==> config.mk <==
export PLATFORM = sky130hd
export DESIGN_NAME = smsd_decoder
export DESIGN_NICKNAME = d
export VERILOG_FILES = /design/src/rtl/smsd_pkg.sv /design/src/rtl/smsd_decoder.sv
export SDC_FILE = /design/constraint.sdc
export NUM_CORES = 1
export LEC_CHECK = 0
export ABC_CLOCK_PERIOD_IN_PS = 13700
export BUFFER_PORTS_ARGS = -buffer_cell sky130_fd_sc_hd__clkbuf_2
export CAP_MARGIN = 10
export CORE_ASPECT_RATIO = 0.75
export CORE_MARGIN = 1
export CORE_UTILIZATION = 45
export CTS_CLUSTER_SIZE = 40
export DETAILED_ROUTE_END_ITERATION = 10
export HOLD_SLACK_MARGIN = 0.03
export PLACE_DENSITY_LB_ADDON = 0.1
export SLEW_MARGIN = 5
export SYNTH_ARGS = -nofsm -noshare
export SYNTH_HDL_FRONTEND = slang
export SYNTH_SLANG_ARGS = --single-unit
==> constraint.sdc <==
create_clock -name CLK_SYS_IN -period 13.7 [get_ports CLK_SYS_IN]
set_input_delay 0.685 -clock CLK_SYS_IN [delete_from_list [all_inputs] [get_ports CLK_SYS_IN]]
set_output_delay 0.685 -clock CLK_SYS_IN [all_outputs]
set_load 0.01 [all_outputs]
==> src/rtl/smsd_pkg.sv <==
// Behaviour
// - Global, high and top enables pick which management windows may open.
// - Compatible window maps A0000h-BFFFFh to the same DRAM addresses.
// - Management RAM shows only in management mode or when software opens it.
// - High window maps 0FEDA0000h-0FEDBFFFFh onto DRAM A0000h-BFFFFh.
// - High window is only 128 KB; old C0000h-FFFFFh part is not decoded.
// - Top segment spans ceiling minus size to ceiling, identity mapped.
// - Top segment joins either window; compatible and high never both.
// - During shadow copy, reads of the BIOS block return ROM contents.
// - During shadow copy, writes to the BIOS block land in DRAM.
// - After shadowing, reads come from DRAM and writes go to expansion bus.
// - Decoder serves at most 16GB; higher addresses are not decoded.
// - Graphics range outside an open window goes to the video controller.
// - BIOS block resets with reads and writes to RAM disabled.
`default_nettype none

package smsd_pkg;

  // ****************************************************************
  // Address map
  // ****************************************************************
  localparam int          ADDR_W      = 36;
  localparam int          WIN_OFS_W   = 17;
  localparam logic [35:0] COMPAT_BASE = 36'h0_000A_0000;
  localparam logic [35:0] COMPAT_TOP  = 36'h0_000B_FFFF;
  localparam logic [35:0] HIGH_BASE   = 36'h0_FEDA_0000;
  localparam logic [35:0] HIGH_TOP    = 36'h0_FEDB_FFFF;
  localparam logic [35:0] OLDHI_BASE  = 36'h0_000C_0000;
  localparam logic [35:0] BIOS_BASE   = 36'h0_000F_0000;
  localparam logic [35:0] BIOS_TOP    = 36'h0_000F_FFFF;
  localparam logic [35:0] FOUR_GB     = 36'h1_0000_0000;
  localparam logic [35:0] MEM_LIMIT   = 36'h4_0000_0000;

  // ****************************************************************
  // Registers
  // ****************************************************************
  localparam logic [7:0]  REG_CTRL    = 8'h00;
  localparam logic [7:0]  REG_SHADOW  = 8'h04;
  localparam logic [7:0]  REG_CEIL    = 8'h08;
  localparam logic [7:0]  REG_TSIZE   = 8'h0C;
  localparam logic [7:0]  REG_STATUS  = 8'h10;
  localparam int          CTRL_GLOBAL = 0;
  localparam int          CTRL_HIGH   = 1;
  localparam int          CTRL_TOP    = 2;
  localparam int          CTRL_OPEN   = 3;
  localparam int          SHD_RD      = 0;
  localparam int          SHD_WR      = 1;
  localparam logic [3:0]  CTRL_RST    = 4'h0;
  localparam logic [1:0]  SHADOW_RST  = 2'h0;
  localparam logic [31:0] CEIL_RST    = 32'h1000_0000;
  localparam logic [31:0] TSIZE_RST   = 32'h0010_0000;

  // ****************************************************************
  // Types
  // ****************************************************************
  typedef enum logic [1:0] {SMSD_TGT_DRAM, SMSD_TGT_PCI, SMSD_TGT_NONE} smsd_target_t;

  typedef struct packed {
    logic              valid;
    logic              write;
    logic [ADDR_W-1:0] addr;
  } smsd_txn_t;

  typedef struct packed {
    logic              valid;
    smsd_target_t      target;
    logic              mgmt_hit;
    logic [ADDR_W-1:0] dram_addr;
  } smsd_route_t;

endpackage : smsd_pkg

`default_nettype wire

==> src/rtl/smsd_decoder.sv <==
`default_nettype none

module smsd_decoder (
  input  wire logic               CLK_SYS_IN,
  input  wire logic               RESET_IN,
  input  wire logic               SYS_MGMT_MODE_IN,
  input  wire smsd_pkg::smsd_txn_t TXN_IN,
  output var  smsd_pkg::smsd_route_t ROUTE_OUT,
  input  wire logic [7:0]         REG_ADDR_IN,
  input  wire logic [31:0]        REG_WDATA_IN,
  input  wire logic               REG_WR_IN,
  input  wire logic               REG_RD_IN,
  output logic      [31:0]        REG_RDATA_OUT
);

  // ****************************************************************
  // Helpers
  // ****************************************************************
  // Inclusive range test, shared by the compatible, high and BIOS decodes
  function automatic logic in_range(input logic [35:0] a,
                                    input logic [35:0] lo,
                                    input logic [35:0] hi);
    in_range = (a >= lo) && (a <= hi);
  endfunction : in_range

  // ****************************************************************
  // Register state
  // ****************************************************************
  logic [3:0]  ctrl;
  logic [1:0]  shadow;
  logic [31:0] ceiling;
  logic [31:0] tsize;
  logic [15:0] blocked_cnt;

  // Register decode
  wire logic wr_ctrl   = REG_WR_IN && (REG_ADDR_IN == smsd_pkg::REG_CTRL);
  wire logic wr_shadow = REG_WR_IN && (REG_ADDR_IN == smsd_pkg::REG_SHADOW);
  wire logic wr_ceil   = REG_WR_IN && (REG_ADDR_IN == smsd_pkg::REG_CEIL);
  wire logic wr_tsize  = REG_WR_IN && (REG_ADDR_IN == smsd_pkg::REG_TSIZE);

  // Software writes; reserved bits are dropped
  always_ff @(posedge CLK_SYS_IN) begin
    if (RESET_IN) begin
      ctrl    <= smsd_pkg::CTRL_RST;
      shadow  <= smsd_pkg::SHADOW_RST;
      ceiling <= smsd_pkg::CEIL_RST;
      tsize   <= smsd_pkg::TSIZE_RST;
    end else begin
      if (wr_ctrl)   ctrl    <= REG_WDATA_IN[3:0];
      if (wr_shadow) shadow  <= REG_WDATA_IN[1:0];
      if (wr_ceil)   ceiling <= REG_WDATA_IN;
      if (wr_tsize)  tsize   <= REG_WDATA_IN;
    end
  end

  // ****************************************************************
  // Window enables
  // ****************************************************************
  // Enable table: high bit chooses between the compatible and high windows
  wire logic global_en  = ctrl[smsd_pkg::CTRL_GLOBAL];
  wire logic compat_act = global_en && !ctrl[smsd_pkg::CTRL_HIGH];
  wire logic high_act   = global_en && ctrl[smsd_pkg::CTRL_HIGH];
  wire logic top_act    = global_en && ctrl[smsd_pkg::CTRL_TOP];
  // Open bit lets firmware reach the RAM outside management mode
  wire logic visible    = SYS_MGMT_MODE_IN || ctrl[smsd_pkg::CTRL_OPEN];

  // ****************************************************************
  // Address decode
  // ****************************************************************
  wire logic [35:0] addr     = TXN_IN.addr;
  wire logic [31:0] top_base = ceiling - tsize;
  // Ceiling and size are trusted stable while the segment is on
  wire logic in_top    = (addr < {4'h0, ceiling}) && (addr >= {4'h0, top_base});
  wire logic in_compat = in_range(addr, smsd_pkg::COMPAT_BASE, smsd_pkg::COMPAT_TOP);
  wire logic in_high   = in_range(addr, smsd_pkg::HIGH_BASE, smsd_pkg::HIGH_TOP);
  wire logic in_bios   = in_range(addr, smsd_pkg::BIOS_BASE, smsd_pkg::BIOS_TOP);
  wire logic in_pcigap = (addr >= {4'h0, ceiling}) && (addr < smsd_pkg::FOUR_GB);
  wire logic beyond    = addr >= smsd_pkg::MEM_LIMIT;

  wire logic hit_compat = compat_act && visible && in_compat;
  wire logic hit_high   = high_act && visible && in_high;
  wire logic hit_top    = top_act && visible && in_top;
  wire logic mgmt_hit   = hit_compat || hit_high || hit_top;
  // Closed window touched from outside management mode
  wire logic blocked    = ((compat_act && in_compat) || (high_act && in_high)
                          || (top_act && in_top)) && !visible;

  // BIOS block attributes: read enable and write enable to RAM
  wire logic shd_rd   = shadow[smsd_pkg::SHD_RD];
  wire logic shd_wr   = shadow[smsd_pkg::SHD_WR];
  wire logic bios_ram = TXN_IN.write ? shd_wr : shd_rd;

  // High window folds onto the graphics-area DRAM
  wire logic [35:0] high_dram = smsd_pkg::COMPAT_BASE | {19'h0, addr[smsd_pkg::WIN_OFS_W-1:0]};

  // Target selection, limit check first, then window hits
  smsd_pkg::smsd_target_t next_target;
  always_comb begin
    if (beyond) begin
      next_target = smsd_pkg::SMSD_TGT_NONE;
    end else if (mgmt_hit) begin
      next_target = smsd_pkg::SMSD_TGT_DRAM;
    end else if (in_compat || in_high) begin
      next_target = smsd_pkg::SMSD_TGT_PCI;
    end else if (in_bios) begin
      next_target = bios_ram ? smsd_pkg::SMSD_TGT_DRAM : smsd_pkg::SMSD_TGT_PCI;
    end else if (in_top && top_act) begin
      next_target = smsd_pkg::SMSD_TGT_PCI;
    end else if (in_pcigap) begin
      next_target = smsd_pkg::SMSD_TGT_PCI;
    end else begin
      next_target = smsd_pkg::SMSD_TGT_DRAM;
    end
  end

  // Old upper part of the high segment falls through to normal decode
  wire logic [35:0] next_dram = hit_high ? high_dram : addr;

  // ****************************************************************
  // Route output and status
  // ****************************************************************
  // Registered so DRAM and PCI see a clean one-cycle decision
  always_ff @(posedge CLK_SYS_IN) begin
    if (RESET_IN) begin
      ROUTE_OUT <= '0;
    end else begin
      ROUTE_OUT.valid     <= TXN_IN.valid;
      ROUTE_OUT.target    <= next_target;
      ROUTE_OUT.mgmt_hit  <= TXN_IN.valid && mgmt_hit && !beyond;
      ROUTE_OUT.dram_addr <= next_dram;
    end
  end

  // Count blocked probes; saturates rather than wraps
  always_ff @(posedge CLK_SYS_IN) begin
    if (RESET_IN) begin
      blocked_cnt <= 16'h0000;
    end else if (TXN_IN.valid && blocked && (blocked_cnt != 16'hFFFF)) begin
      blocked_cnt <= blocked_cnt + 16'h0001;
    end
  end

  // Read mux; unmapped offsets read zero
  logic [31:0] next_rdata;
  always_comb begin
    unique case (REG_ADDR_IN)
      smsd_pkg::REG_CTRL:   next_rdata = {28'h0, ctrl};
      smsd_pkg::REG_SHADOW: next_rdata = {30'h0, shadow};
      smsd_pkg::REG_CEIL:   next_rdata = ceiling;
      smsd_pkg::REG_TSIZE:  next_rdata = tsize;
      smsd_pkg::REG_STATUS: next_rdata = {blocked_cnt, 11'h0, visible,
                                          top_act, high_act, compat_act, SYS_MGMT_MODE_IN};
      default:              next_rdata = 32'h0000_0000;
    endcase
  end

  // Read data stands only in the cycle after the strobe
  always_ff @(posedge CLK_SYS_IN) begin
    if (RESET_IN) begin
      REG_RDATA_OUT <= 32'h0000_0000;
    end else begin
      REG_RDATA_OUT <= REG_RD_IN ? next_rdata : 32'h0000_0000;
    end
  end
endmodule : smsd_decoder

`default_nettype wire

# Word level (Yosys, flattened, before mapping)
# Index checks and enable logic that the tools add are counted.
# word_totals
ff_bits,158
in_bits,83
elab_cells,80
# classes
add_sub_neg,2
n_lt_le_gt_ge,11
n_eq_ne,5
muxes,10
bitwise_logic,1
reduce_logical,39
# ops
cell,n
32-bit one-hot mux with 5 select lines,1
"36-bit by 20-bit greater-or-equal comparator with 1-bit output, second input constant",2
36-bit by 32-bit greater-or-equal comparator with 1-bit output,2
"36-bit by 20-bit <= comparator with 1-bit output, second input constant",2
"36-bit by 32-bit greater-or-equal comparator with 1-bit output, second input constant",1
"36-bit by 35-bit greater-or-equal comparator with 1-bit output, second input constant",1
"36-bit by 32-bit <= comparator with 1-bit output, second input constant",1
36-bit by 32-bit less-than comparator with 1-bit output,1
"36-bit by 33-bit less-than comparator with 1-bit output, second input constant",1
32-bit subtractor,1
1-bit logical AND,26
20-bit two-way mux,1
"16-bit by 1-bit adder with 16-bit output, second input constant",1
"8-bit by 4-bit == test with 1-bit output, second input constant",2
"16-bit != test, second input constant",1
"8-bit by 3-bit == test with 1-bit output, second input constant",1
"8-bit by 5-bit == test with 1-bit output, second input constant",1
8-bit logical NOT,1
1-bit two-way mux,7
1-bit logical OR,6
2-bit OR reduction,2
1-bit logical NOT,3
3-bit OR reduction,1
2-bit two-way mux,1
1-bit inverter,1

# Longest topological paths before layout
# depth
word_depth,9
ltp_mapped,25
mapped_depth_nobuf,23

# Worst setup path after synthesis
# OpenSTA, ideal clock, no wires.
# synth_timing
path_type,register to register
start,reg tsize[1]
end,reg blocked_cnt[13]
setup_ns,0.071
arrival_ns,4.796
required_ns,13.629
setup_slack_ns,8.834
path_stages_with_launch,23
n_path_buf,1
synth_period_minus_slack_ns,4.866
cell_sequence,dfxtp_1 -> inv_1 -> ha_1 -> nor2b_1 -> o31ai_1 -> a21oi_1 -> a311o_1 -> a21bo_2 -> a21oi_1 -> o21bai_1 -> nor4_1 -> nor3_1 -> ha_1 -> nand4_1 -> nor3_1 -> nand2_1 -> or3_1 -> o221ai_1 -> a311oi_1 -> o41a_1 -> buf_6 -> or3_1 -> a21oi_1
# synth_via
elab_chain_len,8
# synth_rtl
element,line,rtl
"start, declared",smsd_decoder.sv:32,logic [31:0] tsize;
"start signal, assigned",smsd_decoder.sv:47,tsize <= smsd_pkg::TSIZE_RST;
32-bit subtractor,smsd_decoder.sv:71,wire logic [31:0] top_base = ceiling - tsize;
36-bit by 32-bit greater-or-equal comparator with 1-bit output,smsd_decoder.sv:73,"wire logic in_top = (addr < {4'h0, ceiling}) && (addr >= {4'h0, top_base});"
1-bit logical AND,smsd_decoder.sv:73,
1-bit logical AND,smsd_decoder.sv:86,|| (top_act && in_top)) && !visible;
1-bit logical OR,smsd_decoder.sv:86,
1-bit logical AND,smsd_decoder.sv:86,
1-bit logical AND (2 in series),smsd_decoder.sv:138,end else if (TXN_IN.valid && blocked && (blocked_cnt != 16'hFFFF)) begin
"end signal, assigned",smsd_decoder.sv:139,blocked_cnt <= blocked_cnt + 16'h0001;
"end, declared",smsd_decoder.sv:33,logic [15:0] blocked_cnt;
# No other way between the ends.
# A chain may end at the register's enable or synchronous reset.

# Worst setup path after layout
# layout_timing
start,reg tsize[1]
end,reg blocked_cnt[8]
# Same word-level chain as after synthesis.

==> flow_summary.yaml <==
run_status:
  status: "complete, no violations"
logic_synthesis:
  synth.area.top_cells: "dfxtp_1 35%, ha_1 13%, nand2_1 8.1%"
  syn-num-nets: 1303
  yosys.area.top_type: "dfxtp_1"
  yosysWarningCount: 0
  synth-compound-area-share_pct: 20.1
  synth_top_family_by_area: "simple AND/OR/NAND/NOR gates"
  yosysSeqAreaShare_pct: 35.4
  synthMuxAreaShare_pct: 1.46
  synth_xor_area_share_pct: 2.45
  synthAdderAreaFrac_pct: 13.7
  synth_top_flop_cell: "dfxtp_1"
  yosysTopAreaCellShare_pct: 35.4
  avgSynthCellArea_um2: 7.96
  synthArstFlopShare_pct: 0
  synthCells: 1123
  ys_seq_elements: 158
  synth-edff-count: 0
  synth_cell_types: 59
  yosys.area_share.simple_pct: 21.5
  syn_area_um2: 8940
clock_network:
  cts_max_path_buffers: 2
  post_cts_buffers: 0
  cts-root-buf: "clkbuf_16"
  cts_htree_levels: 4
  cts_sinks: 158
  clkTransAtPathRegs_ns: 0.07
  cts_resized: 0
  clock_latency_ns: 0.44
  cts_made_buffers: 17
  cts_tree: "built"
  hold_buffers: 0
place:
  detailed_place_hpwl_um: 19200
  dp_cells: 1485
  port_buffers: 154
  gp_routability_congestion: 0.893
finish:
  multiInputGateArea_um2: 5300
  syn_to_final_growth_pct: 17.2
  drive_gt1_share_pct: 16.0
  fillers: 1909
  regArea_um2: 3160
  final_core_util_pct: 53.9
  finalNonFillerCells: 1517
  fin_nets: 1431
pwr:
  vdd_drop_max_mv: 0.0778
  powerDensity_nw_per_um2: 99.2
  p_leak_nw: 4.30
worst_setup_path:
  r2r-start: "tsize[1]"
  crit_path_end_kind: "flip-flop"
  crit_fanout: 26
  cp-start-kind: "flip-flop"
  cp.arrival_ns: 6.28
  path_cells: "inv_1, ha_1, nor2b_1, o31ai_1, a21oi_1, a311o_1, a21bo_2, a21oi_1, o21bai_1, nor4_1, nor3_1, ha_1, nand4_1, nor3_1, nand2_1, or3_1, o221ai_1, a311oi_1, o41a_1, or4_1, a21oi_1"
  cp_slowest_cell: "o41a_1"
  crit_required_ns: 14.06
  cp-startpoint: "tsize[1]"
  cpMostUsedCell: "a21oi_1"
  crit_family: "compound AO/OA/AOI/OAI gates"
  path_buf_inv: 1
  crit_type: "flip-flop to flip-flop"
  slowest_delay_ns: 0.79
routing:
  wl_per_cell_um: 17.2
  drc: 0
  drt-initial-drc-count: 617
  num_vias: 8344
  routed_wirelength_um: 26000
  viasPerCell: 5.50
  first_pass_iters: 5
  ant_nets: 0
grt:
  grtUsageTotal_pct: 26.3
  grt_first_pass_wirelength_um: 41100
  grt_max_degree: 65
  first_global_vias: 7551
  globalRouteOverflowTotal: 0
  grt_antenna_before_repair: 0
sta:
  finalSetupTns_ns: 0
  slew-limit-headroom_pct: 30.7
  setup_viol: 0
  min_period_over_period_pct: 43.2
  fmax_ghz: 0.169
  worst_pin_slew_ns: 1.04
  fin_skew_ns: 0.0129
  whs_ns: 0.472
  rsz0062_at_grt: "false"
  hold_viol_final: 0
  min_period_ns: 5.91
  slew_violations: 0
min_path:
  hp-class: "flip-flop to flip-flop"
  hp-start: "tsize[1]"
floorplanning:
  die_y_um: 124
  core-area_um2: 19400
  boundaryPins: 155
  die_w_um: 165
  dieArea_um2: 20400
  initial_core_util_pct: 46.0
  row_count: 44
run:
  maxCapViolations: 0
==> kinds of logic (layout without fill, tap and decap cells) <==
kind of cell / after synthesis / in the layout
AND/OR/NAND/NOR: 412 / 412
AO/OA/AOI/OAI: 289 / 289
flip-flops: 158 / 158
buffers and inverters: 129 / 269
adder cells (fa/ha/maj): 97 / 97
XOR/XNOR: 25 / 25
multiplexers: 13 / 13
other: 0 / 1
==> state kept, by name (all words and copies together), names as in the netlist <==
register / count
REG_RDATA_OUT: 32
ROUTE_OUT: 40
blocked_cnt: 16
ceiling: 32
ctrl: 4
shadow: 2
tsize: 32
==> layout make-up <==
| cell class | count | share of cell area [%] |
|---|---|---|
| multi-input cells | 836 | 50.6 |
| flip-flops and latches | 158 | 30.2 |
| repair buffers | 159 | 7.74 |
| clock buffers | 18 | 4.10 |
| well taps | 253 | 3.02 |
| inverters | 79 | 2.83 |
| clock inverters | 13 | 1.50 |
| diodes | 1 | 0.0239 |
==> placed cells by master (no fill, tap or decap), types with 14 or more instances in the layout <==
cell type and count:
nand3_1 21, a22oi_1 16, o21ai_0 49, inv_1 79, a21o_1 44, nor2b_1 23
a21oi_1 122, or3_1 14, dfxtp_1 158, nor3_1 16, and2_1 20, nand2_1 192
nand4_1 25, clkbuf_2 153, clkbuf_16 17, ha_1 96, nor2_1 60
==> power by group <==
group          switching, mW  leakage [nW]  total, mW  internal [mW]
clock network          0.219         0.283      0.492          0.273
registers            0.00170          1.28      0.467          0.465
logic                 0.0478          2.73     0.0806         0.0328
==> through the flow <==
stage          total power, mW  setup WS (ns)  area [um^2]
2_1_floorplan            0.519           8.83         8940
3_3_place_gp             0.556           8.07         9890
3_5_place_dp             0.557           7.92         9890
4_1_cts                   1.04           7.87        10500
5_1_grt                   1.07           7.33        10500
6_report                  1.04           7.79        10500
==> worst register-to-register path, cell delays in order, from the launching register on <==
cell and delay, ns:
dfxtp_1 0.35, inv_1 0.09, ha_1 0.29, nor2b_1 0.15, o31ai_1 0.35, a21oi_1 0.16, a311o_1 0.49, a21bo_2 0.27
a21oi_1 0.28, o21bai_1 0.17, nor4_1 0.29, nor3_1 0.09, ha_1 0.30, nand4_1 0.12, nor3_1 0.24, nand2_1 0.12
or3_1 0.32, o221ai_1 0.20, a311oi_1 0.12, o41a_1 0.79, or4_1 0.52, a21oi_1 0.16
==> metal layers <==
| metal | GRT usage (%) | wire length, um | up-vias |
|---|---|---|---|
| met5 | 0 | 0 | - |
| met4 | 5.22 | 263 | 0 |
| met3 | 5.19 | 1510 | 18 |
| met2 | 37.3 | 10300 | 234 |
| met1 | 40.3 | 14000 | 3919 |
| li1 | - | - | 4173 |
==> worst paths after layout <==
kind	slack, ns	cells after the start	to
worst max register to register	7.79	21	blocked_cnt[8]
worst max-delay path	7.79	21	blocked_cnt[8]
worst min register to register	0.47	2	tsize[1]
worst min-delay path	0.47	2	tsize[1]
==> synthesized netlist by cell type (6+ instances only) <==
library cell  count
a21oi_1         122
nand2_1         192
o21ai_0          49
xnor2_1          13
clkbuf_1         45
a21o_1           44
nand4_1          25
nand2b_1          9
nor2_1           61
ha_1             96
inv_1            79
o21a_1            7
a22oi_1          16
or3_1            14
and2_1           20
or2_2             6
xor2_1           12
mux2i_1          13
nor2b_1          23
nor3_1           16
a211oi_1          6
nor4_1            7
dfxtp_1         158
nand3_1          22
No activity file was read; power rests on OpenSTA's default activity.
